**src/ige_pkg.sv**
```systemverilog
// Shared constants and types of the serial-bus I/O expander
package ige_pkg;

  // Port geometry
  localparam int PORT_W = 8;
  localparam int NPORTS = 3;

  // Clock rate and serial-bus timing
  localparam int CLK_HZ = 25_000_000;
  localparam int FAST_SCL_HZ = 400_000;
  localparam int MIN_OVERSAMPLE = 16;
  localparam int SPIKE_NS = 50;
  // Longest spike to reject, rounded down, never under one cycle
  localparam int SPIKE_CYC_RAW = (SPIKE_NS * (CLK_HZ / 1_000_000)) / 1000;
  localparam int SPIKE_CYC = (SPIKE_CYC_RAW < 1) ? 1 : SPIKE_CYC_RAW;
  localparam int MAX_FILT = 14;

  // Command byte layout
  localparam int CMD_AUTOINC_BIT = 7;
  localparam int CMD_BANK_LSB = 2;
  localparam int CMD_PORT_LSB = 0;
  localparam logic [7:0] CMD_RST = 8'h00;

  // Register banks selected by the command byte
  localparam logic [1:0] BANK_IN = 2'h0;
  localparam logic [1:0] BANK_OUT = 2'h1;
  localparam logic [1:0] BANK_POL = 2'h2;
  localparam logic [1:0] BANK_DIR = 2'h3;

  // Values after reset; direction bit set means input
  localparam logic [7:0] DIR_RST = 8'hFF;
  localparam logic [7:0] OUT_RST = 8'h00;
  localparam logic [7:0] POL_RST = 8'h00;
  localparam logic [7:0] IN_RST = 8'h00;

  localparam logic [3:0] BYTE_BITS = 4'h8;

  // Register bus byte offsets
  localparam logic [3:0] OFS_STAT = 4'h0;
  localparam logic [3:0] OFS_EN = 4'h4;
  localparam logic [3:0] OFS_CLR = 4'h8;
  localparam logic [3:0] OFS_INFO = 4'hC;

  // Event bits of status, enable and clear
  localparam int EV_W = 4;
  localparam int EV_CHG = 0;
  localparam int EV_WR = 1;
  localparam int EV_RD = 2;
  localparam int EV_MATCH = 3;
  localparam logic [3:0] EN_RST = 4'h0;

  typedef enum logic [2:0] {
    ST_IDLE, ST_ADDR, ST_CMD, ST_WR, ST_ACK, ST_RD, ST_MACK
  } ige_state_type;

endpackage

```
**src/ige_filt.sv**
```systemverilog
// Two-flop synchroniser with spike filter for one pin
`timescale 1ns/1ns

module ige_filt
  import ige_pkg::*;
#(
  parameter int FILT_CYC = SPIKE_CYC,
  parameter logic RST_VAL = 1'b1
)(
  input wire logic clk,
  input wire logic rst_n,
  input wire logic d_i,
  output logic q_o
);
  localparam int CW = $clog2(FILT_CYC + 2);

  logic s1_q, s2_q, q_q, q_d, hit;
  logic [CW-1:0] cnt_q, cnt_d;

  // A change must persist FILT_CYC+1 samples before it passes
  assign hit = (s2_q != q_q) && (cnt_q == CW'(FILT_CYC));
  assign cnt_d = ((s2_q == q_q) || hit) ? '0 : cnt_q + 1'b1;
  assign q_d = hit ? s2_q : q_q;
  assign q_o = q_q;

  always_ff @(posedge clk) begin
    if (!rst_n) begin
      s1_q <= RST_VAL;
      s2_q <= RST_VAL;
      q_q <= RST_VAL;
      cnt_q <= '0;
    end else begin
      s1_q <= d_i;
      s2_q <= s1_q;
      q_q <= q_d;
      cnt_q <= cnt_d;
    end
  end

endmodule // ige_filt

```
**src/ige_port.sv**
```systemverilog
// One 8-line port: direction, output, polarity and input capture
`timescale 1ns/1ns

module ige_port
  import ige_pkg::*;
#(
  parameter int W = PORT_W
)(
  input wire logic clk,
  input wire logic rst_n,
  input wire logic [W-1:0] pin_i,
  input wire logic wr_en,
  input wire logic [1:0] bank,
  input wire logic [W-1:0] wr_data,
  input wire logic snap,
  output logic [W-1:0] rd_data,
  output logic [W-1:0] pin_o,
  output logic [W-1:0] pin_oe,
  output logic changed
);
  logic [W-1:0] s1_q, s2_q, in_q, out_q, pol_q, drv_q;
  logic primed_q;
  logic [W-1:0] live;

  // Reads of the input bank return the pins as captured now
  assign live = s2_q ^ pol_q;
  assign rd_data = (bank == BANK_IN) ? live :
                   (bank == BANK_OUT) ? out_q :
                   (bank == BANK_POL) ? pol_q : ~drv_q;
  // No change is reported before the capture has been primed
  assign changed = primed_q && |((s2_q ^ in_q) & ~drv_q);
  assign pin_o = out_q;
  assign pin_oe = drv_q;

  // Synchroniser runs through reset so priming sees real pin levels
  always_ff @(posedge clk) begin
    s1_q <= pin_i;
    s2_q <= s1_q;
  end

  always_ff @(posedge clk) begin
    if (!rst_n) begin
      in_q <= IN_RST[W-1:0];
      out_q <= OUT_RST[W-1:0];
      pol_q <= POL_RST[W-1:0];
      drv_q <= ~DIR_RST[W-1:0];
      primed_q <= 1'b0;
    end else begin
      primed_q <= 1'b1;
      if (snap || !primed_q) in_q <= s2_q;
      if (wr_en && bank == BANK_OUT) out_q <= wr_data;
      if (wr_en && bank == BANK_POL) pol_q <= wr_data;
      if (wr_en && bank == BANK_DIR) drv_q <= ~wr_data;
    end
  end

endmodule // ige_port

```
**src/ige_top.sv**
```systemverilog
// Top level of the 24-line serial-bus I/O expander
//
// The Avalon-MM interface to the registers and the register offsets were decided locally.
`timescale 1ns/1ns

// How it works
// - Three 8-line ports, each with direction, input, output, polarity.
// - After reset every line is an input and no line is driven.
// - The master picks each line's direction by writing its bit.
// - Input bytes hold captured pins; output bytes hold driven values.
// - A set polarity bit makes the input byte read inverted.
// - Every register can be read back over the serial bus.
// - Power-on reset restores defaults and idles the bus machine.
// - The reset pin performs the same initialisation while powered; register-bus registers keep their values.
// - Interrupt is driven low while an input pin differs from capture.
// - The target address takes its low bit from the address pin.
// - The target keeps up with a 400 kHz serial clock.
// - Clock and data inputs are spike-filtered before the protocol.
module ige_top
  import ige_pkg::*;
#(
  parameter logic [5:0] BASE_ADDR = 6'h11, // Arbitrary neutral value
  parameter int FILT_CYC = SPIKE_CYC
)(
  input wire logic clk,
  input wire logic rst_n,
  input wire logic hw_rst_n,
  input wire logic addr_sel,
  input wire logic scl_i,
  input wire logic sda_i,
  output logic sda_o,
  output logic sda_oe,
  output logic int_n_o,
  output logic int_n_oe,
  input wire logic [NPORTS*PORT_W-1:0] p_i,
  output logic [NPORTS*PORT_W-1:0] p_o,
  output logic [NPORTS*PORT_W-1:0] p_oe,
  input wire logic [3:0] avs_address,
  input wire logic avs_read,
  input wire logic avs_write,
  input wire logic [31:0] avs_writedata,
  output logic [31:0] avs_readdata,
  output logic avs_waitrequest,
  output logic irq
);
  localparam int PW = PORT_W;
  localparam int NP = NPORTS;
  localparam logic [1:0] PORT_LAST = 2'(NP - 1);

  // Elaboration checks
  if (CLK_HZ < MIN_OVERSAMPLE * FAST_SCL_HZ) begin : g_rate_chk
    $error("Clock too slow to oversample a fast-mode bus");
  end
  if (FILT_CYC < 0 || FILT_CYC > MAX_FILT) begin : g_filt_chk
    $error("Filter length out of range");
  end
  if (NP < 1 || NP > 3 || PW != 8) begin : g_geom_chk
    $error("Port geometry not supported by the command byte");
  end

  // Pin conditioning
  logic scl_f, sda_f, hw_rst_f, addr_f;
  logic dev_rst_n;

  ige_filt #(.FILT_CYC(FILT_CYC), .RST_VAL(1'b1)) u_scl_filt (
    .clk(clk),
    .rst_n(rst_n),
    .d_i(scl_i),
    .q_o(scl_f)
  );
  ige_filt #(.FILT_CYC(FILT_CYC), .RST_VAL(1'b1)) u_sda_filt (
    .clk(clk),
    .rst_n(rst_n),
    .d_i(sda_i),
    .q_o(sda_f)
  );
  ige_filt #(.FILT_CYC(FILT_CYC), .RST_VAL(1'b1)) u_rst_filt (
    .clk(clk),
    .rst_n(rst_n),
    .d_i(hw_rst_n),
    .q_o(hw_rst_f)
  );
  ige_filt #(.FILT_CYC(FILT_CYC), .RST_VAL(1'b0)) u_addr_filt (
    .clk(clk),
    .rst_n(rst_n),
    .d_i(addr_sel),
    .q_o(addr_f)
  );

  // Reset pin repeats the power-on initialisation of ports, bus machine and interrupt
  assign dev_rst_n = rst_n & hw_rst_f;

  // Bus conditions
  logic scl_p_q, sda_p_q;
  logic scl_rise, scl_fall, start_w, stop_w;

  assign scl_rise = scl_f & ~scl_p_q;
  assign scl_fall = ~scl_f & scl_p_q;
  assign start_w = scl_f & scl_p_q & sda_p_q & ~sda_f;
  assign stop_w = scl_f & scl_p_q & ~sda_p_q & sda_f;

  // Protocol state
  ige_state_type state_q, state_d, next_q, next_d;
  logic [7:0] shift_q, shift_d, tx_q, tx_d, cmd_q, cmd_d;
  logic [3:0] cnt_q, cnt_d;
  logic oe_q, oe_d, ack_ok_q, ack_ok_d;

  logic byte_done, addr_match, wr_pulse, load_w, rd_acked;
  logic [1:0] port_idx, bank, nxt_idx;
  logic [7:0] cmd_adv, rd_byte;
  logic [PW-1:0] rd_arr [NP];
  logic [NP-1:0] chg;

  assign port_idx = cmd_q[CMD_PORT_LSB +: 2];
  assign bank = cmd_q[CMD_BANK_LSB +: 2];
  assign nxt_idx = (port_idx >= PORT_LAST) ? 2'h0 : port_idx + 2'h1;
  assign cmd_adv = cmd_q[CMD_AUTOINC_BIT] ?
                   {cmd_q[7:2], nxt_idx} : cmd_q;
  assign rd_byte = (port_idx < 2'(NP)) ? rd_arr[port_idx] : 8'h00;

  assign byte_done = scl_fall && (cnt_q == BYTE_BITS);
  assign addr_match = (shift_q[7:1] == {BASE_ADDR, addr_f});
  assign wr_pulse = byte_done && (state_q == ST_WR);
  assign rd_acked = scl_rise && (state_q == ST_MACK) && !sda_f;
  // Capture moments: first data byte of a read, and each later one
  assign load_w = (byte_done && state_q == ST_ADDR && addr_match &&
                   shift_q[0]) ||
                  (scl_fall && state_q == ST_MACK && ack_ok_q);

  always_comb begin
    state_d = state_q;
    next_d = next_q;
    shift_d = shift_q;
    tx_d = tx_q;
    cmd_d = cmd_q;
    cnt_d = cnt_q;
    oe_d = oe_q;
    ack_ok_d = ack_ok_q;
    if (stop_w) begin
      state_d = ST_IDLE;
      oe_d = 1'b0;
    end else if (start_w) begin
      // Repeated start keeps the command byte
      state_d = ST_ADDR;
      cnt_d = 4'h0;
      oe_d = 1'b0;
    end else begin
      case (state_q)
        ST_ADDR, ST_CMD, ST_WR: begin
          if (scl_rise) begin
            shift_d = {shift_q[6:0], sda_f};
            cnt_d = cnt_q + 4'h1;
          end else if (byte_done) begin
            cnt_d = 4'h0;
            if (state_q != ST_ADDR || addr_match) begin
              state_d = ST_ACK;
              oe_d = 1'b1;
            end else begin
              state_d = ST_IDLE;
            end
            if (state_q == ST_ADDR) begin
              next_d = shift_q[0] ? ST_RD : ST_CMD;
              tx_d = rd_byte;
            end else if (state_q == ST_CMD) begin
              cmd_d = shift_q;
              next_d = ST_WR;
            end else begin
              cmd_d = cmd_adv;
              next_d = ST_WR;
            end
          end
        end
        ST_ACK: begin
          if (scl_fall) begin
            state_d = next_q;
            if (next_q == ST_RD) begin
              oe_d = ~tx_q[7];
              cnt_d = 4'h1;
            end else begin
              oe_d = 1'b0;
              cnt_d = 4'h0;
            end
          end
        end
        ST_RD: begin
          if (scl_fall) begin
            if (cnt_q == BYTE_BITS) begin
              // Release data so the master can acknowledge
              oe_d = 1'b0;
              cnt_d = 4'h0;
              state_d = ST_MACK;
            end else begin
              tx_d = {tx_q[6:0], 1'b0};
              oe_d = ~tx_q[6];
              cnt_d = cnt_q + 4'h1;
            end
          end
        end
        ST_MACK: begin
          if (scl_rise) begin
            ack_ok_d = ~sda_f;
            if (!sda_f) cmd_d = cmd_adv;
          end else if (scl_fall) begin
            if (ack_ok_q) begin
              tx_d = rd_byte;
              oe_d = ~rd_byte[7];
              cnt_d = 4'h1;
              state_d = ST_RD;
            end else begin
              // No acknowledge ends the read; wait for stop or start
              state_d = ST_IDLE;
            end
          end
        end
        default: begin
          state_d = ST_IDLE;
        end
      endcase
    end
  end

  always_ff @(posedge clk) begin
    if (!dev_rst_n) begin
      state_q <= ST_IDLE;
      next_q <= ST_IDLE;
      shift_q <= 8'h00;
      tx_q <= 8'h00;
      cmd_q <= CMD_RST;
      cnt_q <= 4'h0;
      oe_q <= 1'b0;
      ack_ok_q <= 1'b0;
      scl_p_q <= 1'b1;
      sda_p_q <= 1'b1;
    end else begin
      state_q <= state_d;
      next_q <= next_d;
      shift_q <= shift_d;
      tx_q <= tx_d;
      cmd_q <= cmd_d;
      cnt_q <= cnt_d;
      oe_q <= oe_d;
      ack_ok_q <= ack_ok_d;
      scl_p_q <= scl_f;
      sda_p_q <= sda_f;
    end
  end

  // The three ports
  for (genvar i = 0; i < NP; i++) begin : g_port
    logic sel;
    assign sel = (port_idx == 2'(i));
    ige_port #(.W(PW)) u_port (
      .clk(clk),
      .rst_n(dev_rst_n),
      .pin_i(p_i[i*PW +: PW]),
      .wr_en(wr_pulse && sel),
      .bank(bank),
      .wr_data(shift_q),
      .snap(load_w && sel && bank == BANK_IN),
      .rd_data(rd_arr[i]),
      .pin_o(p_o[i*PW +: PW]),
      .pin_oe(p_oe[i*PW +: PW]),
      .changed(chg[i])
    );
  end

  // Open-drain outputs drive low only
  logic sda_lo_q, int_lo_q, int_q, chg_p_q;
  logic chg_any;

  assign chg_any = |chg;
  assign sda_o = sda_lo_q;
  assign sda_oe = oe_q;
  assign int_n_o = int_lo_q;
  assign int_n_oe = int_q;

  always_ff @(posedge clk) begin
    if (!dev_rst_n) begin
      sda_lo_q <= 1'b0;
      int_lo_q <= 1'b0;
      int_q <= 1'b0;
      chg_p_q <= 1'b0;
    end else begin
      sda_lo_q <= 1'b0;
      int_lo_q <= 1'b0;
      int_q <= chg_any;
      chg_p_q <= chg_any;
    end
  end

  // Register bus slave: one wait cycle, then the answer
  logic wait_q, ack_w;
  logic [31:0] rdata_q, rdata_d;
  logic [EV_W-1:0] stat_q, stat_d, en_q, clr_w, ev_w;
  logic irq_q;
  logic sel_stat, sel_en, sel_clr, sel_info;
  logic [31:0] info_w;

  assign sel_stat = (avs_address == OFS_STAT);
  assign sel_en = (avs_address == OFS_EN);
  assign sel_clr = (avs_address == OFS_CLR);
  assign sel_info = (avs_address == OFS_INFO);
  assign ack_w = (avs_read || avs_write) && !wait_q;

  assign info_w = {21'h000000, int_q, addr_f, state_q != ST_IDLE, cmd_q};
  // Unmapped and write-only offsets read as zero
  assign rdata_d = sel_stat ? {{(32 - EV_W){1'b0}}, stat_q} :
                   sel_en ? {{(32 - EV_W){1'b0}}, en_q} :
                   sel_info ? info_w : 32'h00000000;

  assign ev_w[EV_CHG] = chg_any && !chg_p_q;
  assign ev_w[EV_WR] = wr_pulse;
  assign ev_w[EV_RD] = rd_acked;
  assign ev_w[EV_MATCH] = byte_done && state_q == ST_ADDR && addr_match;
  assign clr_w = (ack_w && avs_write && sel_clr) ?
                 avs_writedata[EV_W-1:0] : '0;
  // A new event outranks a clear in the same cycle
  assign stat_d = (stat_q & ~clr_w) | ev_w;

  assign avs_waitrequest = wait_q;
  assign avs_readdata = rdata_q;
  assign irq = irq_q;

  always_ff @(posedge clk) begin
    if (!rst_n) begin
      wait_q <= 1'b1;
      rdata_q <= 32'h00000000;
      stat_q <= '0;
      en_q <= EN_RST;
      irq_q <= 1'b0;
    end else begin
      wait_q <= !((avs_read || avs_write) && wait_q);
      if (avs_read && wait_q) rdata_q <= rdata_d;
      if (ack_w && avs_write && sel_en) en_q <= avs_writedata[EV_W-1:0];
      stat_q <= stat_d;
      irq_q <= |(stat_d & en_q);
    end
  end

endmodule // ige_top

```
**config.mk**
```make
export PLATFORM = sky130hd
export DESIGN_NAME = ige_top
export DESIGN_NICKNAME = d
export VERILOG_FILES = /design/src/ige_pkg.sv /design/src/ige_filt.sv /design/src/ige_port.sv /design/src/ige_top.sv
export SDC_FILE = /design/constraint.sdc
export NUM_CORES = 1
export LEC_CHECK = 0
export BUFFER_PORTS_ARGS = -buffer_cell sky130_fd_sc_hd__buf_2
export CAP_MARGIN = 40
export CORE_ASPECT_RATIO = 0.6
export CORE_MARGIN = 2
export CORE_UTILIZATION = 57
export CTS_CLUSTER_SIZE = 30
export DETAILED_ROUTE_END_ITERATION = 8
export GPL_TIMING_DRIVEN = 1
export PLACE_DENSITY_LB_ADDON = 0.2
export SYNTH_ARGS = -nofsm -noshare
export SYNTH_HDL_FRONTEND = slang
export SYNTH_SLANG_ARGS = --single-unit
```
**constraint.sdc**
```tcl
create_clock -name clk -period 2.4 [get_ports clk]
set_input_delay 0.48 -clock clk [delete_from_list [all_inputs] [get_ports clk]]
set_output_delay 0.48 -clock clk [all_outputs]
set_load 0.01 [all_outputs]
```
==> summary.txt <==
Timing
  • Worst slew margin: 0.618
  • WHS: 0.0685 ns
  • Setup TNS: 0 ns
  • Final setup fails: 0
  • Clock skew: 0.0154 ns
  • Period utilization: 0.954
  • Peak Freq: between 400 and 500 MHz
  • Worst slew pin tran: roughly 0.56 ns
  • RSZ-0062 raised after global routing: no
  • Fin. Hold Viols: 0
  • Final Slew Violations: 0
  • Fin crit period: roughly 2.3 ns

Clock tree
  • Num CTS Buffers: 21
  • Clk_lat worst skew: 0.51 ns
  • CTS Root Cell: clkbuf_16
  • Post-CTS setup buffers: 0
  • Clock slew at reported path FFs: 0.06 ns
  • CTS tree: yes
  • Htree depth: 1
  • CTS sink cnt: roughly 230
  • CTS Buffer Depth: 3

Power
  • Clock power frac: 0.449
  • Power Total: a little under 8 mW
  • Max VDD drop: 0.477 mV
  • Flop pwr share: 0.495
  • Gate power share: 0.057
  • Switching pwr: ~1.8 mW
  • Sw frac: 0.227
  • P per Cell Area: ~680 nW/um2
  • Internal power: approximately 6.1 mW
  • Static leakage: approximately 4.4 nW

Final layout
  • Inserted Diodes: 0
  • Fillcell total: roughly 1400
  • Area growth syn-to-layout: 16.4%
  • Share of layout cells above drive strength 1: 0.197
  • Nets: 1323
  • Non-filler cells, final: roughly 1500

Worst hold path
  • Min-delay worst type: in -> reg

Worst setup path
  • CP startpoint kind: flop
  • Crit path cell chain: inv_1 -> ha_1 -> nand3b_4 -> or4_1 -> or2_0 -> a21oi_1 -> nor2_1
  • Crit path kind: reg -> reg
  • CP Max Fanout: 8
  • Worst Path Arrival: 2.67 ns
  • Slowest CP cell: or4_1
  • Crit path buffers/inverters: 1
  • Max incr delay on CP: a little under 0.7 ns
  • CP delay by family, top: simple AND/OR/NAND/NOR gates
  • Endpoint class of the critical path: flop
  • CP required: around 2.8 ns

Synthesis
  • Post-synth ARST share: 0
  • Yosys warns: 0
  • Largest area contributor in the netlist: dfxtp_1
  • Synthesized area: 9940 um2
  • Sequential area share after synthesis: 0.453
  • Cells after synthesis: around 1100
  • Post-synth top area share: 0.453
  • Yosys cell types: 79
  • EDFF count, synth: 0
  • Synth Flop Type: dfxtp_1
  • Seq cells post-synth: approximately 230
  • Synth area leaders: dfxtp_1 45%, a21oi_1 6.2%, nand2_1 5.0%
  • Syn Area/Cell: 8.75 um2

Place
  • Cell total after placement: about 1500
  • Routability cong.: 0.968
  • Post-DP HPWL: between 20000 and 25000 um
  • Port bufs: 102

Run
  • Max-cap violations: 0

Routing
  • Via-per-instance ratio: roughly 5.9
  • DRC viols: 0
  • Initial DRC count: approximately 940
  • Routed Antenna Nets: 0
  • DR vias: 8845
  • Final WL: between 20000 and 30000 um
  • Detailed-router iteration count before antenna repair: 5
  • WL/cell: approximately 19 um

GRT
  • Gr ovfl total: 0
  • Tot GR Track Use: 0.306
  • Vias in the first global route: about 8000
  • First-pass GRT wire length: roughly 45000 um
  • Initial antenna violation count: 0
  • Largest net degree at the start of global routing: 100

Floorplan
  • I/O pins: about 150
  • Core ar.: 17100 um2
  • Die area: approximately 19000 um2
  • Die X: ~170 um
  • Initial Utilization: 0.580
  • Cell Rows: 37
  • Die height: roughly 110 um

Status
  • Status: completed
## cell families after synthesis
family | share of synthesized area
adder cells (fa/ha/maj) | 0.00755
multiplexers | 0.0378
other | 0.000377
AND/OR/NAND/NOR | 0.187
XOR/XNOR | 0.0502
buffers and inverters | 0.0607
AO/OA/AOI/OAI | 0.203
flip-flops | 0.453
## placed cells by master, fill, tap and decap left out, drive strengths merged, types with 5 or more instances in the layout
master | netlist | layout
nor2 | 94 | 94
buf | 54 | 167
nand2b | 29 | 29
a221oi | 6 | 6
a32o | 5 | 5
conb | 1 | 23
clkbuf | 46 | 28
nor3b | 5 | 5
or3 | 8 | 8
o221ai | 9 | 9
a22oi | 10 | 10
xnor2 | 53 | 53
nor2b | 12 | 12
and2 | 15 | 15
nor4 | 8 | 8
a21oi | 123 | 123
or2 | 5 | 5
ha | 6 | 6
nand3 | 10 | 10
o211ai | 39 | 39
dfxtp | 225 | 225
nand3b | 7 | 7
nor3 | 42 | 42
inv | 26 | 27
o21ai | 61 | 61
nand2 | 133 | 133
o22ai | 19 | 19
mux2i | 24 | 24
## registers in the layout, indices dropped and copies added, names as in the netlist, 8 cells and up
register	count
g_port.u_port.pol_q	24
shift_q	8
g_port.u_port.pin_o	24
avs_readdata	11
g_port.u_port.in_q	24
g_port.u_port.pin_oe	24
tx_q	8
cmd_q	8
g_port.u_port.s2_q	24
g_port.u_port.s1_q	24
## layout make-up
cell class	count	area, um2	share of cell area
multi-input cells	808	4930	0.425
repair buffers	167	1020	0.0884
inverters	26	97.6	0.00843
well taps	234	293	0.0253
clock inverters	9	131	0.0113
clock buffers	28	602	0.0520
flip-flops and latches	225	4510	0.389
## through the flow
step                      utilization  instance area (um2)  setup slack, ns
after floorplan                     -                10000            0.391
after global placement          0.633                10800            0.169
after detailed placement        0.633                10800            0.107
after CTS                       0.676                11600           0.0804
after global routing            0.676                11600          0.00939
final                           0.676                11600            0.110
## synth_stat cells, drive strengths merged (2+ instances only)
library cell	n
a211o	2
a21boi	2
a21oi	123
a221oi	6
a22oi	10
a311oi	3
a32o	5
a32oi	2
and2	15
and3b	2
and4	2
buf	54
clkbuf	46
dfxtp	225
ha	6
inv	26
mux2	4
mux2i	24
mux4	4
nand2	133
nand2b	29
nand3	10
nand3b	7
nor2	94
nor2b	12
nor3	42
nor3b	5
nor4	8
nor4b	2
o2111ai	4
o211ai	39
o21ai	61
o21bai	2
o221ai	9
o22ai	19
o31ai	4
o32ai	2
or2	5
or3	8
or4	3
xnor2	53
xor2	4
## routing by layer
layer  GRT usage  routed length (um)
met3      0.0969                3680
met4      0.0583                 526
met1       0.471               13300
met5           0                   0
met2       0.416               11200
## worst paths after layout
| kind | cells after the start | from | slack [ns] | end |
|---|---|---|---|---|
| max | 7 | cnt_q[0] | 0.11 | g_port[2].u_port.pin_oe[7] |
| min | 1 | p_i[17] | 0.07 | g_port[2].u_port.s1_q[1] |
| max reg2reg | 7 | cnt_q[0] | 0.11 | g_port[2].u_port.pin_oe[7] |
| min reg2reg | 0 | g_port[2].u_port.s1_q[0] | 0.32 | g_port[2].u_port.s2_q[0] |
## power groups by stage
stage / clock network, mW / logic, mW / registers (mW)
6_report: 3.54 / 0.446 / 3.90
5_1_grt: 3.73 / 0.485 / 3.91
4_1_cts: 3.58 / 0.437 / 3.90
3_5_place_dp: 0 / 0.433 / 3.98
3_3_place_gp: 0 / 0.427 / 3.98
2_1_floorplan: 0 / 0.329 / 3.96
## repair_timing
action                     in CTS  in global routing
hold endpoints to repair        0                  0
hold buffers                    0                  0
setup endpoints to repair       0                  8
gates resized for setup         0                  2
Power figures use the tool's default switching activity.
